## src/hw/adc_pkg.sv

```systemverilog
package adc_pkg;
  // Register addresses (byte addresses on the plain port)
  localparam logic [7:0] ADC_ADDR_IRQ_FLAGS   = 8'h04;
  localparam logic [7:0] ADC_ADDR_IRQ_ENABLE = 8'h06;
  localparam logic [7:0] ADC_ADDR_OPCTL_TWO  = 8'h08;
  localparam logic [7:0] ADC_ADDR_STRENGTH   = 8'h26;
  localparam logic [7:0] ADC_ADDR_THRESHOLD  = 8'h27;
  localparam logic [7:0] ADC_ADDR_IRQ_CLEAR  = 8'h40;
  localparam logic [7:0] ADC_ADDR_GPIN_FUNC  = 8'h41;

  // Field positions and reset values
  localparam int         ADC_MODE_LSB         = 5;
  localparam int         ADC_STRENGTH_BIT     = 4;
  localparam logic [7:0] ADC_IRQ_ENABLE_RST   = 8'h03;
  localparam logic [7:0] ADC_OPCTL_TWO_RST    = 8'h00;
  localparam logic [7:0] ADC_THRESHOLD_RST    = 8'h00;
  localparam logic [3:0] ADC_GPIN_FUNC_RST    = 4'h0;
  localparam logic [3:0] ADC_GPIN_STRENGTH    = 4'he;

  // Timing: bit period and preamble windows
  localparam int ADC_CLK_HZ            = 40_000_000;
  localparam int ADC_BIT_RATE_HZ       = 10_000;
  localparam int ADC_BIT_PERIOD_CYCLES = ADC_CLK_HZ / ADC_BIT_RATE_HZ;
  localparam int ADC_REFRESH_BITS      = 4;
  localparam int ADC_DWELL_BITS        = 8;
  localparam int ADC_BEACON_DWELL_BITS = 4;

  // Antenna selection mode codes
  typedef enum logic [2:0] {
    ADC_FIX_A_OFF  = 3'h0,
    ADC_FIX_B_OFF  = 3'h1,
    ADC_FIX_A_ON   = 3'h2,
    ADC_FIX_B_ON   = 3'h3,
    ADC_AUTO_LOW   = 3'h4,
    ADC_AUTO_HIGH  = 3'h5,
    ADC_BEACON_LOW = 3'h6,
    ADC_BEACON_HIGH = 3'h7
  } adc_mode_t;
endpackage

```

## src/hw/adc_antenna_diversity_cca.sv

```systemverilog
// Functional notes
// - Auto modes measure both antennas in preamble and keep the stronger.
// - Antenna chosen in last reception is reused for next transmit.
// - Auto modes alternate antennas until packet arrival, then stop.
// - Three-bit mode field at bits 7..5 of control register, reset zero.
// - Fixed codes drive set pin levels in and outside receive/transmit.
// - Codes 100/101 run auto selection; idle pins low or high.
// - Codes 110/111 run beacon variant; idle pins low or high.
// - Strength readable as unsigned 8-bit, half decibel per step.
// - Strength readable anytime, refreshed every four bit periods.
// - Writable 8-bit threshold register sets comparison level.
// - After preamble evaluation, strength above threshold sets status bit.
// - Strength status routed to general pin when function code is 1110.
`timescale 1ns/1ps
module adc_antenna_diversity_cca
  import adc_pkg::*;
#(
  parameter int BIT_PERIOD_CYCLES = ADC_BIT_PERIOD_CYCLES,
  parameter int DWELL_BITS        = ADC_DWELL_BITS,
  parameter int BEACON_DWELL_BITS = ADC_BEACON_DWELL_BITS
)(
  input  wire logic       core_clk,
  input  wire logic       reset,
  input  wire logic [7:0] reg_addr,
  input  wire logic [7:0] reg_wdata,
  input  wire logic       reg_write,
  input  wire logic       reg_read,
  output logic      [7:0] reg_rdata,
  input  wire logic       rx_active,
  input  wire logic       tx_active,
  input  wire logic       packet_detect,
  input  wire logic [7:0] strength_in,
  output logic            antenna_pin_one,
  output logic            antenna_pin_two,
  output logic            general_pin_function,
  output logic            interrupt_out_n
);
  initial
  begin
    if (DWELL_BITS < 1 || DWELL_BITS > 255 || BEACON_DWELL_BITS < 1 || BEACON_DWELL_BITS > 255)
      $error("Dwell lengths must be 1..255 bit periods");
  end

  initial
  begin
    if (BIT_PERIOD_CYCLES < 2 || BIT_PERIOD_CYCLES > 65536)
      $error("BIT_PERIOD_CYCLES must be 2..65536");
  end

  typedef enum logic [3:0] {
    ADC_ST_IDLE   = 4'b0001,
    ADC_ST_SEARCH = 4'b0010,
    ADC_ST_HOLD   = 4'b0100,
    ADC_ST_TX     = 4'b1000
  } adc_phase_t;

  typedef struct packed {
    adc_phase_t phase;
    logic [7:0] opctl_two;
    logic [7:0] irq_enable;
    logic [7:0] threshold;
    logic [3:0] gpin_func;
    logic       strength_flag;
    logic [7:0] strength;
    logic [7:0] strength_prev;
    logic [7:0] strength_held;
    logic [1:0] refresh_count;
    logic [7:0] dwell_count;
    logic       current_b;
    logic       chosen_b;
    logic [7:0] level_a;
    logic [7:0] level_b;
    logic       seen_a;
    logic       seen_b;
    logic [7:0] rdata;
    logic       pin_one;
    logic       pin_two;
    logic       gpin;
    logic       irq_n;
  } adc_state_t;

  adc_state_t state;
  adc_state_t next_state;

  logic       bit_tick;
  logic [9:0] sync_bus;
  logic       rx_sync;
  logic       tx_sync;
  logic [7:0] strength_sync;

  adc_bit_tick #(
    .PERIOD_CYCLES (BIT_PERIOD_CYCLES)
  ) u_bit_tick (
    .core_clk (core_clk),
    .reset    (reset),
    .tick     (bit_tick)
  );

  // Modem-side levels are treated as asynchronous
  adc_sync2 #(
    .WIDTH (10)
  ) u_sync (
    .core_clk (core_clk),
    .reset    (reset),
    .async_in ({rx_active, tx_active, strength_in}),
    .sync_out (sync_bus)
  );

  assign rx_sync       = sync_bus[9];
  assign tx_sync       = sync_bus[8];
  assign strength_sync = sync_bus[7:0];

  function automatic logic is_auto(input logic [2:0] mode);
    is_auto = mode[2];
  endfunction

  function automatic logic [7:0] dwell_len(input logic [2:0] mode);
    dwell_len = (mode[1]) ? 8'(BEACON_DWELL_BITS) : 8'(DWELL_BITS);
  endfunction

  logic [2:0] mode;
  logic       irq_clear_hit;
  logic       strength_event;

  always_comb
  begin
    mode = state.opctl_two[ADC_MODE_LSB +: 3];
    next_state = state;
    next_state.rdata = 8'h00;
    strength_event = 1'b0;
    irq_clear_hit = 1'b0;

    // Multi-bit sample is taken only once two cycles agree
    next_state.strength_prev = strength_sync;
    if (strength_sync == state.strength_prev)
      next_state.strength_held = strength_sync;

    // Strength sample refreshed every four bit periods
    if (bit_tick)
    begin
      next_state.refresh_count = state.refresh_count + 2'h1;
      if (state.refresh_count == 2'(ADC_REFRESH_BITS - 1))
        next_state.strength = state.strength_held;
    end

    // Antenna selection sequence
    unique case (state.phase)
      ADC_ST_IDLE:
      begin
        if (rx_sync)
        begin
          next_state.phase = ADC_ST_SEARCH;
          next_state.dwell_count = 8'h00;
          next_state.seen_a = 1'b0;
          next_state.seen_b = 1'b0;
        end
        else if (tx_sync)
        begin
          next_state.phase = ADC_ST_TX;
          next_state.current_b = state.chosen_b;
        end
      end
      ADC_ST_SEARCH:
      begin
        if (!rx_sync)
        begin
          next_state.phase = ADC_ST_IDLE;
          next_state.chosen_b = state.current_b;
        end
        else if (packet_detect)
        begin
          next_state.phase = ADC_ST_HOLD;
          if (is_auto(mode) && state.seen_a && state.seen_b)
            next_state.current_b = (state.level_b > state.level_a);
          if (state.strength > state.threshold)
            strength_event = 1'b1;
        end
        else if (bit_tick && is_auto(mode))
        begin
          if (state.dwell_count == dwell_len(mode) - 8'h01)
          begin
            next_state.dwell_count = 8'h00;
            if (state.current_b)
            begin
              next_state.level_b = state.strength_held;
              next_state.seen_b = 1'b1;
            end
            else
            begin
              next_state.level_a = state.strength_held;
              next_state.seen_a = 1'b1;
            end
            next_state.current_b = !state.current_b;
          end
          else
            next_state.dwell_count = state.dwell_count + 8'h01;
        end
      end
      ADC_ST_HOLD:
      begin
        if (!rx_sync)
        begin
          next_state.phase = ADC_ST_IDLE;
          next_state.chosen_b = state.current_b;
        end
      end
      ADC_ST_TX:
      begin
        next_state.current_b = state.chosen_b;
        if (!tx_sync)
          next_state.phase = ADC_ST_IDLE;
      end
      default:
        next_state.phase = ADC_ST_IDLE;
    endcase

    // Register writes
    if (reg_write)
    begin
      unique case (reg_addr)
        ADC_ADDR_IRQ_ENABLE: next_state.irq_enable = reg_wdata;
        ADC_ADDR_OPCTL_TWO:  next_state.opctl_two = reg_wdata;
        ADC_ADDR_THRESHOLD:  next_state.threshold = reg_wdata;
        ADC_ADDR_GPIN_FUNC:  next_state.gpin_func = reg_wdata[3:0];
        ADC_ADDR_IRQ_CLEAR:  irq_clear_hit = reg_wdata[ADC_STRENGTH_BIT];
        default:             ;
      endcase
    end

    // Sticky flag: a new event wins over a clear
    if (strength_event)
      next_state.strength_flag = 1'b1;
    else if (irq_clear_hit)
      next_state.strength_flag = 1'b0;

    // Register reads, data stand one cycle later
    if (reg_read)
    begin
      unique case (reg_addr)
        ADC_ADDR_IRQ_FLAGS:
          next_state.rdata = 8'(state.strength_flag) << ADC_STRENGTH_BIT;
        ADC_ADDR_IRQ_ENABLE: next_state.rdata = state.irq_enable;
        ADC_ADDR_OPCTL_TWO:  next_state.rdata = state.opctl_two;
        ADC_ADDR_STRENGTH:   next_state.rdata = state.strength;
        ADC_ADDR_THRESHOLD:  next_state.rdata = state.threshold;
        ADC_ADDR_GPIN_FUNC:  next_state.rdata = {4'h0, state.gpin_func};
        default:             next_state.rdata = 8'h00;
      endcase
    end

    // Pin pair drive
    if (rx_sync || tx_sync)
    begin
      if (is_auto(mode))
      begin
        next_state.pin_one = next_state.current_b;
        next_state.pin_two = !next_state.current_b;
      end
      else
      begin
        next_state.pin_one = mode[0];
        next_state.pin_two = !mode[0];
      end
    end
    else
    begin
      next_state.pin_one = (is_auto(mode)) ? mode[0] : mode[1];
      next_state.pin_two = (is_auto(mode)) ? mode[0] : mode[1];
    end

    next_state.gpin = (state.gpin_func == ADC_GPIN_STRENGTH) && state.strength_flag;
    next_state.irq_n = !(state.strength_flag && state.irq_enable[ADC_STRENGTH_BIT]);
  end

  always_ff @(posedge core_clk)
  begin
    if (reset)
    begin
      state <= '0;
      state.phase <= ADC_ST_IDLE;
      state.opctl_two <= ADC_OPCTL_TWO_RST;
      state.irq_enable <= ADC_IRQ_ENABLE_RST;
      state.threshold <= ADC_THRESHOLD_RST;
      state.gpin_func <= ADC_GPIN_FUNC_RST;
      state.irq_n <= 1'b1;
    end
    else
      state <= next_state;
  end

  assign reg_rdata            = state.rdata;
  assign antenna_pin_one      = state.pin_one;
  assign antenna_pin_two      = state.pin_two;
  assign general_pin_function = state.gpin;
  assign interrupt_out_n      = state.irq_n;
endmodule

```

## src/hw/adc_bit_tick.sv

```systemverilog
`timescale 1ns/1ps
module adc_bit_tick
  import adc_pkg::*;
#(
  parameter int PERIOD_CYCLES = ADC_BIT_PERIOD_CYCLES
)(
  input  wire logic core_clk,
  input  wire logic reset,
  output logic      tick
);
  initial
  begin
    if (PERIOD_CYCLES < 2 || PERIOD_CYCLES > 65536)
      $error("PERIOD_CYCLES must be 2..65536");
  end

  typedef struct packed {
    logic [15:0] count;
    logic        tick;
  } adc_tick_state_t;

  adc_tick_state_t state;
  adc_tick_state_t next_state;

  // One-cycle enable once per bit period
  always_comb
  begin
    next_state = state;
    next_state.tick = 1'b0;
    if (state.count == 16'(PERIOD_CYCLES - 1))
    begin
      next_state.count = 16'h0000;
      next_state.tick = 1'b1;
    end
    else
      next_state.count = state.count + 16'h0001;
  end

  always_ff @(posedge core_clk)
  begin
    if (reset)
      state <= '0;
    else
      state <= next_state;
  end

  assign tick = state.tick;
endmodule

```

## src/hw/adc_sync2.sv

```systemverilog
`timescale 1ns/1ps
module adc_sync2 #(
  parameter int WIDTH = 1
)(
  input  wire logic             core_clk,
  input  wire logic             reset,
  input  wire logic [WIDTH-1:0] async_in,
  output logic      [WIDTH-1:0] sync_out
);
  initial
  begin
    if (WIDTH < 1)
      $error("WIDTH must be positive");
  end

  typedef struct packed {
    logic [WIDTH-1:0] first;
    logic [WIDTH-1:0] second;
  } adc_sync_state_t;

  adc_sync_state_t state;
  adc_sync_state_t next_state;

  always_comb
  begin
    next_state.first = async_in;
    next_state.second = state.first;
  end

  always_ff @(posedge core_clk)
  begin
    if (reset)
      state <= '0;
    else
      state <= next_state;
  end

  assign sync_out = state.second;
endmodule

```

## config.mk

```make
export PLATFORM = sky130hd
export DESIGN_NAME = adc_antenna_diversity_cca
export DESIGN_NICKNAME = d
export VERILOG_FILES = /design/src/hw/adc_pkg.sv /design/src/hw/adc_antenna_diversity_cca.sv /design/src/hw/adc_bit_tick.sv /design/src/hw/adc_sync2.sv
export SDC_FILE = /design/constraint.sdc
export NUM_CORES = 1
export LEC_CHECK = 0
export BUFFER_PORTS_ARGS = -buffer_cell sky130_fd_sc_hd__buf_2
export CAP_MARGIN = 30
export CORE_MARGIN = 10
export CORE_UTILIZATION = 60
export CTS_CLUSTER_SIZE = 14
export DETAILED_ROUTE_END_ITERATION = 6
export MAX_ROUTING_LAYER = met4
export PLACE_DENSITY = 0.79
export SYNTH_ARGS = -nofsm -noshare
export SYNTH_HDL_FRONTEND = slang
export SYNTH_SLANG_ARGS = --single-unit
```

## constraint.sdc

```tcl
create_clock -name core_clk -period 2 [get_ports core_clk]
set_input_delay 0.2 -clock core_clk [delete_from_list [all_inputs] [get_ports core_clk]]
set_output_delay 0.2 -clock core_clk [all_outputs]
set_load 0.1 [all_outputs]
```

==> impl_results.md, run 1 <==
* Clk pwr share at 52.0%
* Setup TNS at 0 ns
* Synth Area in Compound Gates at 9.33%
* Crit path max-delay family: simple AND/OR/NAND/NOR gates
* Antenna violations before repair at 0
* Setup CP Type: flip-flop to flip-flop
* Mapped Area at a little under 6000 um^2
* Reg2reg start: state[35]
* Leak pwr at 2.78 nW
* Starting Density at 61.0%
* Multiplexer area fraction after synthesis at 7.49%
* Share of layout cells above drive strength 1 at 15.4%
* EDFF count, synth at 0
* Reg2Reg Setup Slack at 0.12 ns
* Slew HR at 65.5%
* Xor and xnor area share after synthesis at 4.62%
* Sequential share of the synthesized area at 46.3%
* DIE HEIGHT at about 120 um
* Slew @ Worst Pin at 0.517 ns
* Hold Violations, Final at 0
* Main combinational cell family by area after synthesis: simple AND/OR/NAND/NOR gates
* Chip width at about 120 um
* Clock tree buffer depth at 2
* # DRC at 0
* Antenna Cells at 0
* RePlAce Congestion at 0.842
* 1st-iter DRT viols at 500
* Maximum fanout along the worst path at 5
* Dpl hpwl at 8460 um
* Max-slew violations at 0
* I/O Pins at 43
* CP Launch Type: flip-flop
* Post-route cell area at between 7000 and 8000 um^2
* Synth Area in Simple Gates at ~23%
* Highest clock rate at 0.533 GHz
* Die area at 14,200 um^2
* Logic pwr share at 4.4%
* Clock root cell: clkbuf_8
* Critical Path End Type: flip-flop
* Fin crit period at approximately 1.9 ns
* Sequential share of power at a little over two fifths
* Endpoint, Worst Hold: reg_rdata[7]
* Post-DP Area at 6160 um^2
* Clk_lat worst skew at 0.53 ns
* Net Sw Frac at 21.5%
* Router iterations before antenna repair at 5
* Top FF cell, synth: dfxtp_1
* Worst VDD drop at 0.713 mV
* Core Footprint at 9640 um^2
* Largest net degree at the start of global routing at 39
* Power Dens Cells at between 900 and 1000 nW/um^2
* Async SR Flop Fraction at 0%
* First-pass GRT wire length at 21,700 um
* Number of port buffers at 42
* Placement row count at 36
* Yosys reg bits at 136
* Routed wire length at 12,700 um
* Status: completed
* Fin crit share at 93.9%
* Int Pwr at 5.02 mW
* Gate Count Post-Synth at approximately 650
* Clock skew at 0.00618 ns
* R2R cell count at 6
* FF-to-FF End: state[31]
* CTS tree: yes
* Syn. warnings at 0
* Unrepaired setup endpoints after global routing: false
* CTS sink cnt at around 140
* Netlist cell types at 53
* CTS H-tree lvls at 4
* Area growth from synthesis to layout at 19.4%
* Hold depth at 3
* Post-route ant nets at 0
* Total Nets Final at 758
* HP Class: input pin to flip-flop
* Post-synth net total at 702
* Syn_area_per_cell at 9.01 um^2
* CTS buffer count at 17
* Worst EP required at 2.41 ns
* Finish-stage setup viols at 0
* Critical path buffers and inverters at 1
* NetSw at roughly 1.4 mW
* Vias at 4,725
* WP data arrival at 2.28 ns
* Via-to-Cell Ratio at 5.53
* Routed wire length per instance at around 15 um
* Vias in the first global route at roughly 4,700
* Critical path cell sequence: nor4_1 > nand4b_1 > o41ai_1 > o31ai_1 > buf_4 > nor2b_1
* Hold Startpoint: reg_read
* Max stage delay on crit path at ~0.43 ns
* Adder-cell share of the synthesized area at 4.05%
* Global Route Usage Sum at 18.9%
* Max-Cap Viols at 0
* Slowest CP cell: o41ai_1
* Clk slew on worst S/H paths at 0.06 ns
* Total congestion overflow at 0
sequential cells by signal (all words and copies together), names as in the netlist:
| register | flops |
|---|---|
| antenna_pin_one | 1 |
| antenna_pin_two | 1 |
| general_pin_function | 1 |
| interrupt_out_n | 1 |
| mode | 3 |
| reg_rdata | 8 |
| state | 84 |
| u_bit_tick.state | 16 |
| u_bit_tick.tick | 1 |
| u_sync.next_state | 10 |
| u_sync.sync_out | 10 |
area by class of cell:
| cell class | count | area [um^2] |
|---|---|---|
| clock buffer | 20 | 455 |
| clock inverter | 12 | 185 |
| fill | 698 | 2620 |
| inverter | 21 | 78.8 |
| multi-input combinational | 453 | 2870 |
| sequential | 136 | 2720 |
| tap | 133 | 166 |
| timing repair buffer | 79 | 539 |
metrics by stage:
stage	hold slack (ns)	power (mW)	instances	utilization, %	worst slack [ns]
finish	0.0173	6.40	854	72.8	0.122
global route	0.0314	6.58	854	72.8	0.00986
detailed placement	0.389	3.09	802	63.9	0.0293
floorplan	0.321	3.00	652	-	0.257
global placement	0.387	3.08	802	63.9	0.165
CTS	0.00992	6.42	852	72.5	0.0331
placed cells by master, fill, tap and decap left out, types with 3 or more instances in the layout:
master	netlist	routed
mux2i_1	35	35
xnor2_1	9	9
dlygate4sd3_1	0	18
dfxtp_1	136	136
nor3_1	5	5
a22oi_1	9	9
mux2_2	8	8
nor2_1	84	84
clkbuf_8	0	4
inv_6	0	4
nand2b_1	5	5
nor2b_1	35	35
nand3_1	41	41
nand2_1	52	52
and3_1	8	8
and2_1	3	3
inv_1	21	21
buf_4	9	19
nand4_1	10	10
a21o_1	3	3
a222oi_1	3	3
a21oi_1	46	46
nor3b_1	4	4
xor2_1	22	22
buf_2	11	41
clkbuf_16	0	16
bufinv_16	0	4
a211oi_1	5	4
o21ai_0	12	11
ha_1	19	19
nor4_1	7	7
worst max path at each step:
| stage | from | depth (start not counted) | slack [ns] | end |
|---|---|---|---|---|
| 2_1_floorplan | state[98] | 8 | 0.26 | state[14] |
| 3_5_place_dp | state[35] | 5 | 0.03 | state[17] |
| 5_1_grt | state[35] | 7 | 0.01 | state[26] |
| 4_1_cts | state[35] | 6 | 0.03 | antenna_pin_two |
| 6_report | state[35] | 6 | 0.12 | state[31] |
| 3_3_place_gp | state[23] | 8 | 0.16 | state[31] |
timing repair:
action | 4_1_cts | 5_1_grt
hold endpoints to repair | 35 | 0
gates resized for setup | 1 | 5
pin swaps | 0 | 4
buffers inserted | 0 | 2
hold buffers | 18 | 0
gates cloned | 0 | 0
endpoints found under the setup margin | 1 | 12
kinds of logic (layout without fill, tap and decap cells):
group           Yosys count  in the layout
flops                   136            136
buf+inv                  63            132
xor+xnor                 31             31
fa+ha+maj                19             19
simple gates            270            270
mux                      43             43
compound gates           90             90
synth_stat cells, types with 2 or more instances:
library cell	number	area, um^2
clkbuf_1	17	63.8
a211oi_1	5	37.5
a21oi_1	46	230
and3_1	8	50.1
nor3_1	5	25.0
mux2i_1	35	350
nor4_1	7	43.8
a211o_1	2	17.5
nor2b_1	35	219
buf_6	2	22.5
nand2b_1	5	31.3
dfxtp_1	136	2720
nor3b_1	4	30.0
nand3b_1	2	15.0
mux2_2	8	90.1
a222oi_1	3	30.0
xnor2_1	9	78.8
nor2_1	84	315
a22oi_1	9	67.6
o21ai_0	12	60.1
nand3_1	41	205
a21o_1	3	22.5
xor2_1	22	193
nand4_1	10	62.6
inv_1	21	78.8
buf_4	9	67.6
and2_1	3	18.8
buf_1	3	11.3
or3_1	3	18.8
ha_1	19	238
nand2_1	52	195
buf_2	11	55.1
power groups by stage:
stage | Clock (mW) | Sequential [mW] | Combinational [mW]
floorplan | 0 | 2.83 | 0.170
global placement | 0 | 2.85 | 0.236
CTS | 3.36 | 2.79 | 0.273
finish | 3.32 | 2.79 | 0.283
global route | 3.48 | 2.79 | 0.314
detailed placement | 0 | 2.85 | 0.244
tightest hold or removal path, cell delays in order:
cell and delay, ns:
buf_2 0.08, nand2b_1 0.12, nor2_1 0.12
layer usage:
metal  vias to the layer above  track usage [%]  share of wire, %
met2                       152             30.8                49
met5                         -                -                 0
met3                        30             5.20               6.2
met1                      2205             21.4                43
li1                       2338                -                 -
met4                         0             8.70               2.1
Power figures use the tool's default switching activity.
==> inputs of run 2 (changes only) <==
- SYNTH_HIERARCHICAL: not set -> 1
==> run 2 against run 1 <==
Register-to-register slack lost 0.02 ns. Clock skew up 0.00075 ns. Synthesized cell count up 0.92%. Die area up 3.2%. Clock power down 7.8%. Critical path depth down 1. Utilization increased by 0.091 points. Flip-flop and latch count did not move. Wire length rose by 2.0%. Global-route usage shrank 0.16 points. Sequential power barely moved. Sequential share of layout area is 0.76 points lower. Highest routed layer unchanged.
==> impl_results.md, run 2 <==
* Status: completed
* Top FF cell, synth: dfxtp_1
* Total congestion overflow at 0 (unchanged)
* Cell with the most instances after synthesis: dfxtp_1
* Most common cell after layout, fill and taps aside: dfxtp_1
* Largest Register: state
* Yosys reg bits at 136 (unchanged)
* Critical Path Start: u_bit_tick/state[7]
* Highest clock rate at 0.526 GHz (-1.2%)
* Syn_area_per_cell at 9.27 um^2 (+2.9%)
* CP Launch Type: flip-flop
* Power Dens Cells at 876 nW/um^2 (-3.8%)
* Starting Density at 62.1% (+1.2 points)
* Clk slew on worst S/H paths at 0.06 ns (about the same)
* WP data arrival at 2.31 ns (+0.03 ns)
* RePlAce Congestion at 0.905 (+7.5%)
* Leak pwr at 2.85 nW (+2.5%)
* First-pass GRT wire length at 22,100 um (+1.8%)
* CTS buffer count at 17 (unchanged)
* I/O Pins at 43 (unchanged)
* Max reg flops at 84 (unchanged)
* Reg2reg start: u_bit_tick/state[7]
* Setup CP Type: flip-flop to flip-flop
* Setup TNS at 0 ns (unchanged)
* Share of layout cells above drive strength 1 at 18.2% (+2.8 points)
* Placement row count at 36 (unchanged)
* Antenna Cells at 0 (unchanged)
* Adder-cell share of the synthesized area at 3.90% (-0.15 points)
* # DRC at 0 (unchanged)
* Hold Violations, Final at 0 (unchanged)
* 1st-iter DRT viols at 398 (-20%)
* Cell type with the highest aggregate area in the netlist: dfxtp_1
* Netlist cell types at 64 (+21%)
* Unrepaired setup endpoints after global routing: true
* Fin crit period at 1.90 ns (+0.0229 ns)
* Final hold slack at 0.0361 ns (+0.0188 ns)
* Dpl hpwl at 8900 um (+5.2%)
* Chip width at 121 um (+1.6%)
* FF-to-FF End: u_bit_tick/state[4]
* Clk_lat worst skew at 0.52 ns (about the same)
* Main combinational cell family by area after synthesis: simple AND/OR/NAND/NOR gates
* Post-CTS setup buffers at 0 (unchanged)
* HP Class: input pin to flip-flop
* EDFF count, synth at 0 (unchanged)
* Max-slew violations at 0 (unchanged)
* CTS H-tree lvls at 4 (unchanged)
* Commonest non-fill, non-tap cells in the layout: dfxtp_1 (136), nor2_1 (82), nand2_1 (50)
* Post-route ant nets at 0 (unchanged)
* Final Total Pwr at 6.27 mW (-1.9%)
* Area contributors post-synth: dfxtp_1 (45%), mux2i_1 (6.1%), nor2_1 (5.0%)
* Worst VDD drop at 0.669 mV (-6.2%)
* Vias in the first global route at 4,767 (+0.55%)
* Largest net degree at the start of global routing at 41 (+5.1%)
* Reg2Reg Setup Slack at 0.1 ns (-0.02 ns)
* Clock tree buffer depth at 2 (unchanged)
* Routed wire length per instance at 15.1 um (+0.98%)
* Clock root cell: clkbuf_8
* Max-Cap Viols at 0 (unchanged)
* R2R cell count at 5 (-1)
* Router iterations before antenna repair at 5 (unchanged)
* Slew @ Worst Pin at 0.519 ns (+0.00193 ns)
* Xor and xnor area share after synthesis at 4.59% (-0.026 points)
* Core Footprint at 9820 um^2 (+1.9%)
* Finish-stage setup viols at 0 (unchanged)
* Async SR Flop Fraction at 0% (unchanged)
* Die area at 14,600 um^2 (+3.2%)
* Maximum fanout along the worst path at 13 (+8)
* Gate Count Post-Synth at 658 (+0.92%)
* Syn. warnings at 6 (+6)
* Synth top cells by count: dfxtp_1 (136), nor2_1 (82), nand2_1 (50)
* Slew HR at 65.4% (-0.17 points)
* Worst setup path endpoint: u_bit_tick/state[4]
* Worst EP required at 2.41 ns (about the same)
* Via-to-Cell Ratio at 5.59 (+0.95%)
* Fin crit share at 95.0% (+1.1 points)
* Antenna violations before repair at 0 (unchanged)
* DIE HEIGHT at 121 um (+1.6%)
* Sequential share of the synthesized area at 44.6% (-1.7 points)
* Total Nets Final at 767 (+1.2%)
* Synth Area in Simple Gates at 24.1% (+0.98 points)
* Biggest regs: state x84, u_bit_tick/state x16
* Vias at 4,820 (+2.0%)
* Clock skew at 0.00693 ns (+0.000745 ns)
* Number of port buffers at 42 (unchanged)
* Global Route Usage Sum at 18.8% (-0.16 points)
* Post-synth net total at 708 (+0.85%)
* CTS sink cnt at 136 (unchanged)
* Synth Area in Compound Gates at 9.76% (+0.44 points)
* Mapped Area at 6100 um^2 (+3.8%)
* Multiplexer area fraction after synthesis at 7.36% (-0.13 points)
* Area growth from synthesis to layout at 17.4%
* Critical Path End Type: flip-flop
* Share of the synthesized area in the top cell type at 44.6% (-1.7 points)
* Routed wire length at 13,000 um (+2.0%)
* CTS tree: yes
run 2: cell count changes after synthesis, moves of 4 or more:
cell and delta:
nor2b_4 +5, inv_1 +4, nor2b_2 +16, nand4_1 +8, o21ai_0 -5, buf_6 +5
o21a_1 +5, clkbuf_1 -4, xor2_1 -12, buf_2 -7, a211oi_1 -4, xnor2_1 +13
nor2b_1 -20
run 2: cell families (layout without fill, tap and decap cells):
family | Yosys count | after routing
flip-flops | 136 | 136
adder cells (fa/ha/maj) | 19 | 19
buffers and inverters | 63 | 135
multiplexers | 44 | 44
XOR/XNOR | 32 | 32
AO/OA/AOI/OAI | 90 | 90
AND/OR/NAND/NOR | 274 | 274
run 2: worst min-delay path by stage:
stage | start | end | slack [ns] | depth (start not counted)
2_1_floorplan | reset | u_bit_tick/state[3] | 0.27 | 1
3_3_place_gp | state[83] | interrupt_out_n | 0.40 | 1
3_5_place_dp | state[83] | interrupt_out_n | 0.40 | 1
4_1_cts | reg_read | reg_rdata[3] | 0.008 | 3
5_1_grt | reg_read | reg_rdata[1] | 0.03 | 3
6_report | reg_read | reg_rdata[3] | 0.04 | 3
run 2: worst max-delay path: stages (launching register included):
cell     delay (ns)
dfxtp_1        0.32
or4_1          0.52
or4_4          0.51
o31ai_4        0.19
buf_6          0.18
nor2_1         0.06
run 2: per-stage QoR:
stage | util, % | instances | area, um^2 | setup WS (ns)
2_1_floorplan | - | 658 | 6100 | 0.115
3_3_place_gp | 64.9 | 813 | 6370 | 0.146
3_5_place_dp | 64.9 | 813 | 6370 | 0.0978
4_1_cts | 72.8 | 863 | 7150 | 0.0677
5_1_grt | 72.9 | 863 | 7160 | 0.000967
6_report | 72.9 | 863 | 7160 | 0.0994
run 2: metal layers:
metal	vias to the layer above	global-route usage [%]	share of wire [%]
met1	2273	21.8	44
li1	2386	-	-
met2	144	30.0	48
met5	-	-	0
met3	17	5.30	6.0
met4	0	7.77	1.7
run 2: layout make-up:
type                       count  area [um^2]
clock buffer                  22          473
multi-input combinational    459         3040
tap                          133          166
timing repair buffer          78          544
sequential                   136         2720
clock inverter                10          119
fill                         735         2660
inverter                      25         93.8
run 2: repair_timing:
item                                    CTS  global route
hold endpoints to repair                 37             0
endpoints found under the setup margin    0            10
gates resized for setup                   0             2
hold buffers                             18             0
run 2: power breakdown:
part	internal (mW)	total, mW	switching, mW
clock	1.91	3.06	1.15
sequential	2.76	2.82	0.0565
combinational	0.189	0.400	0.211
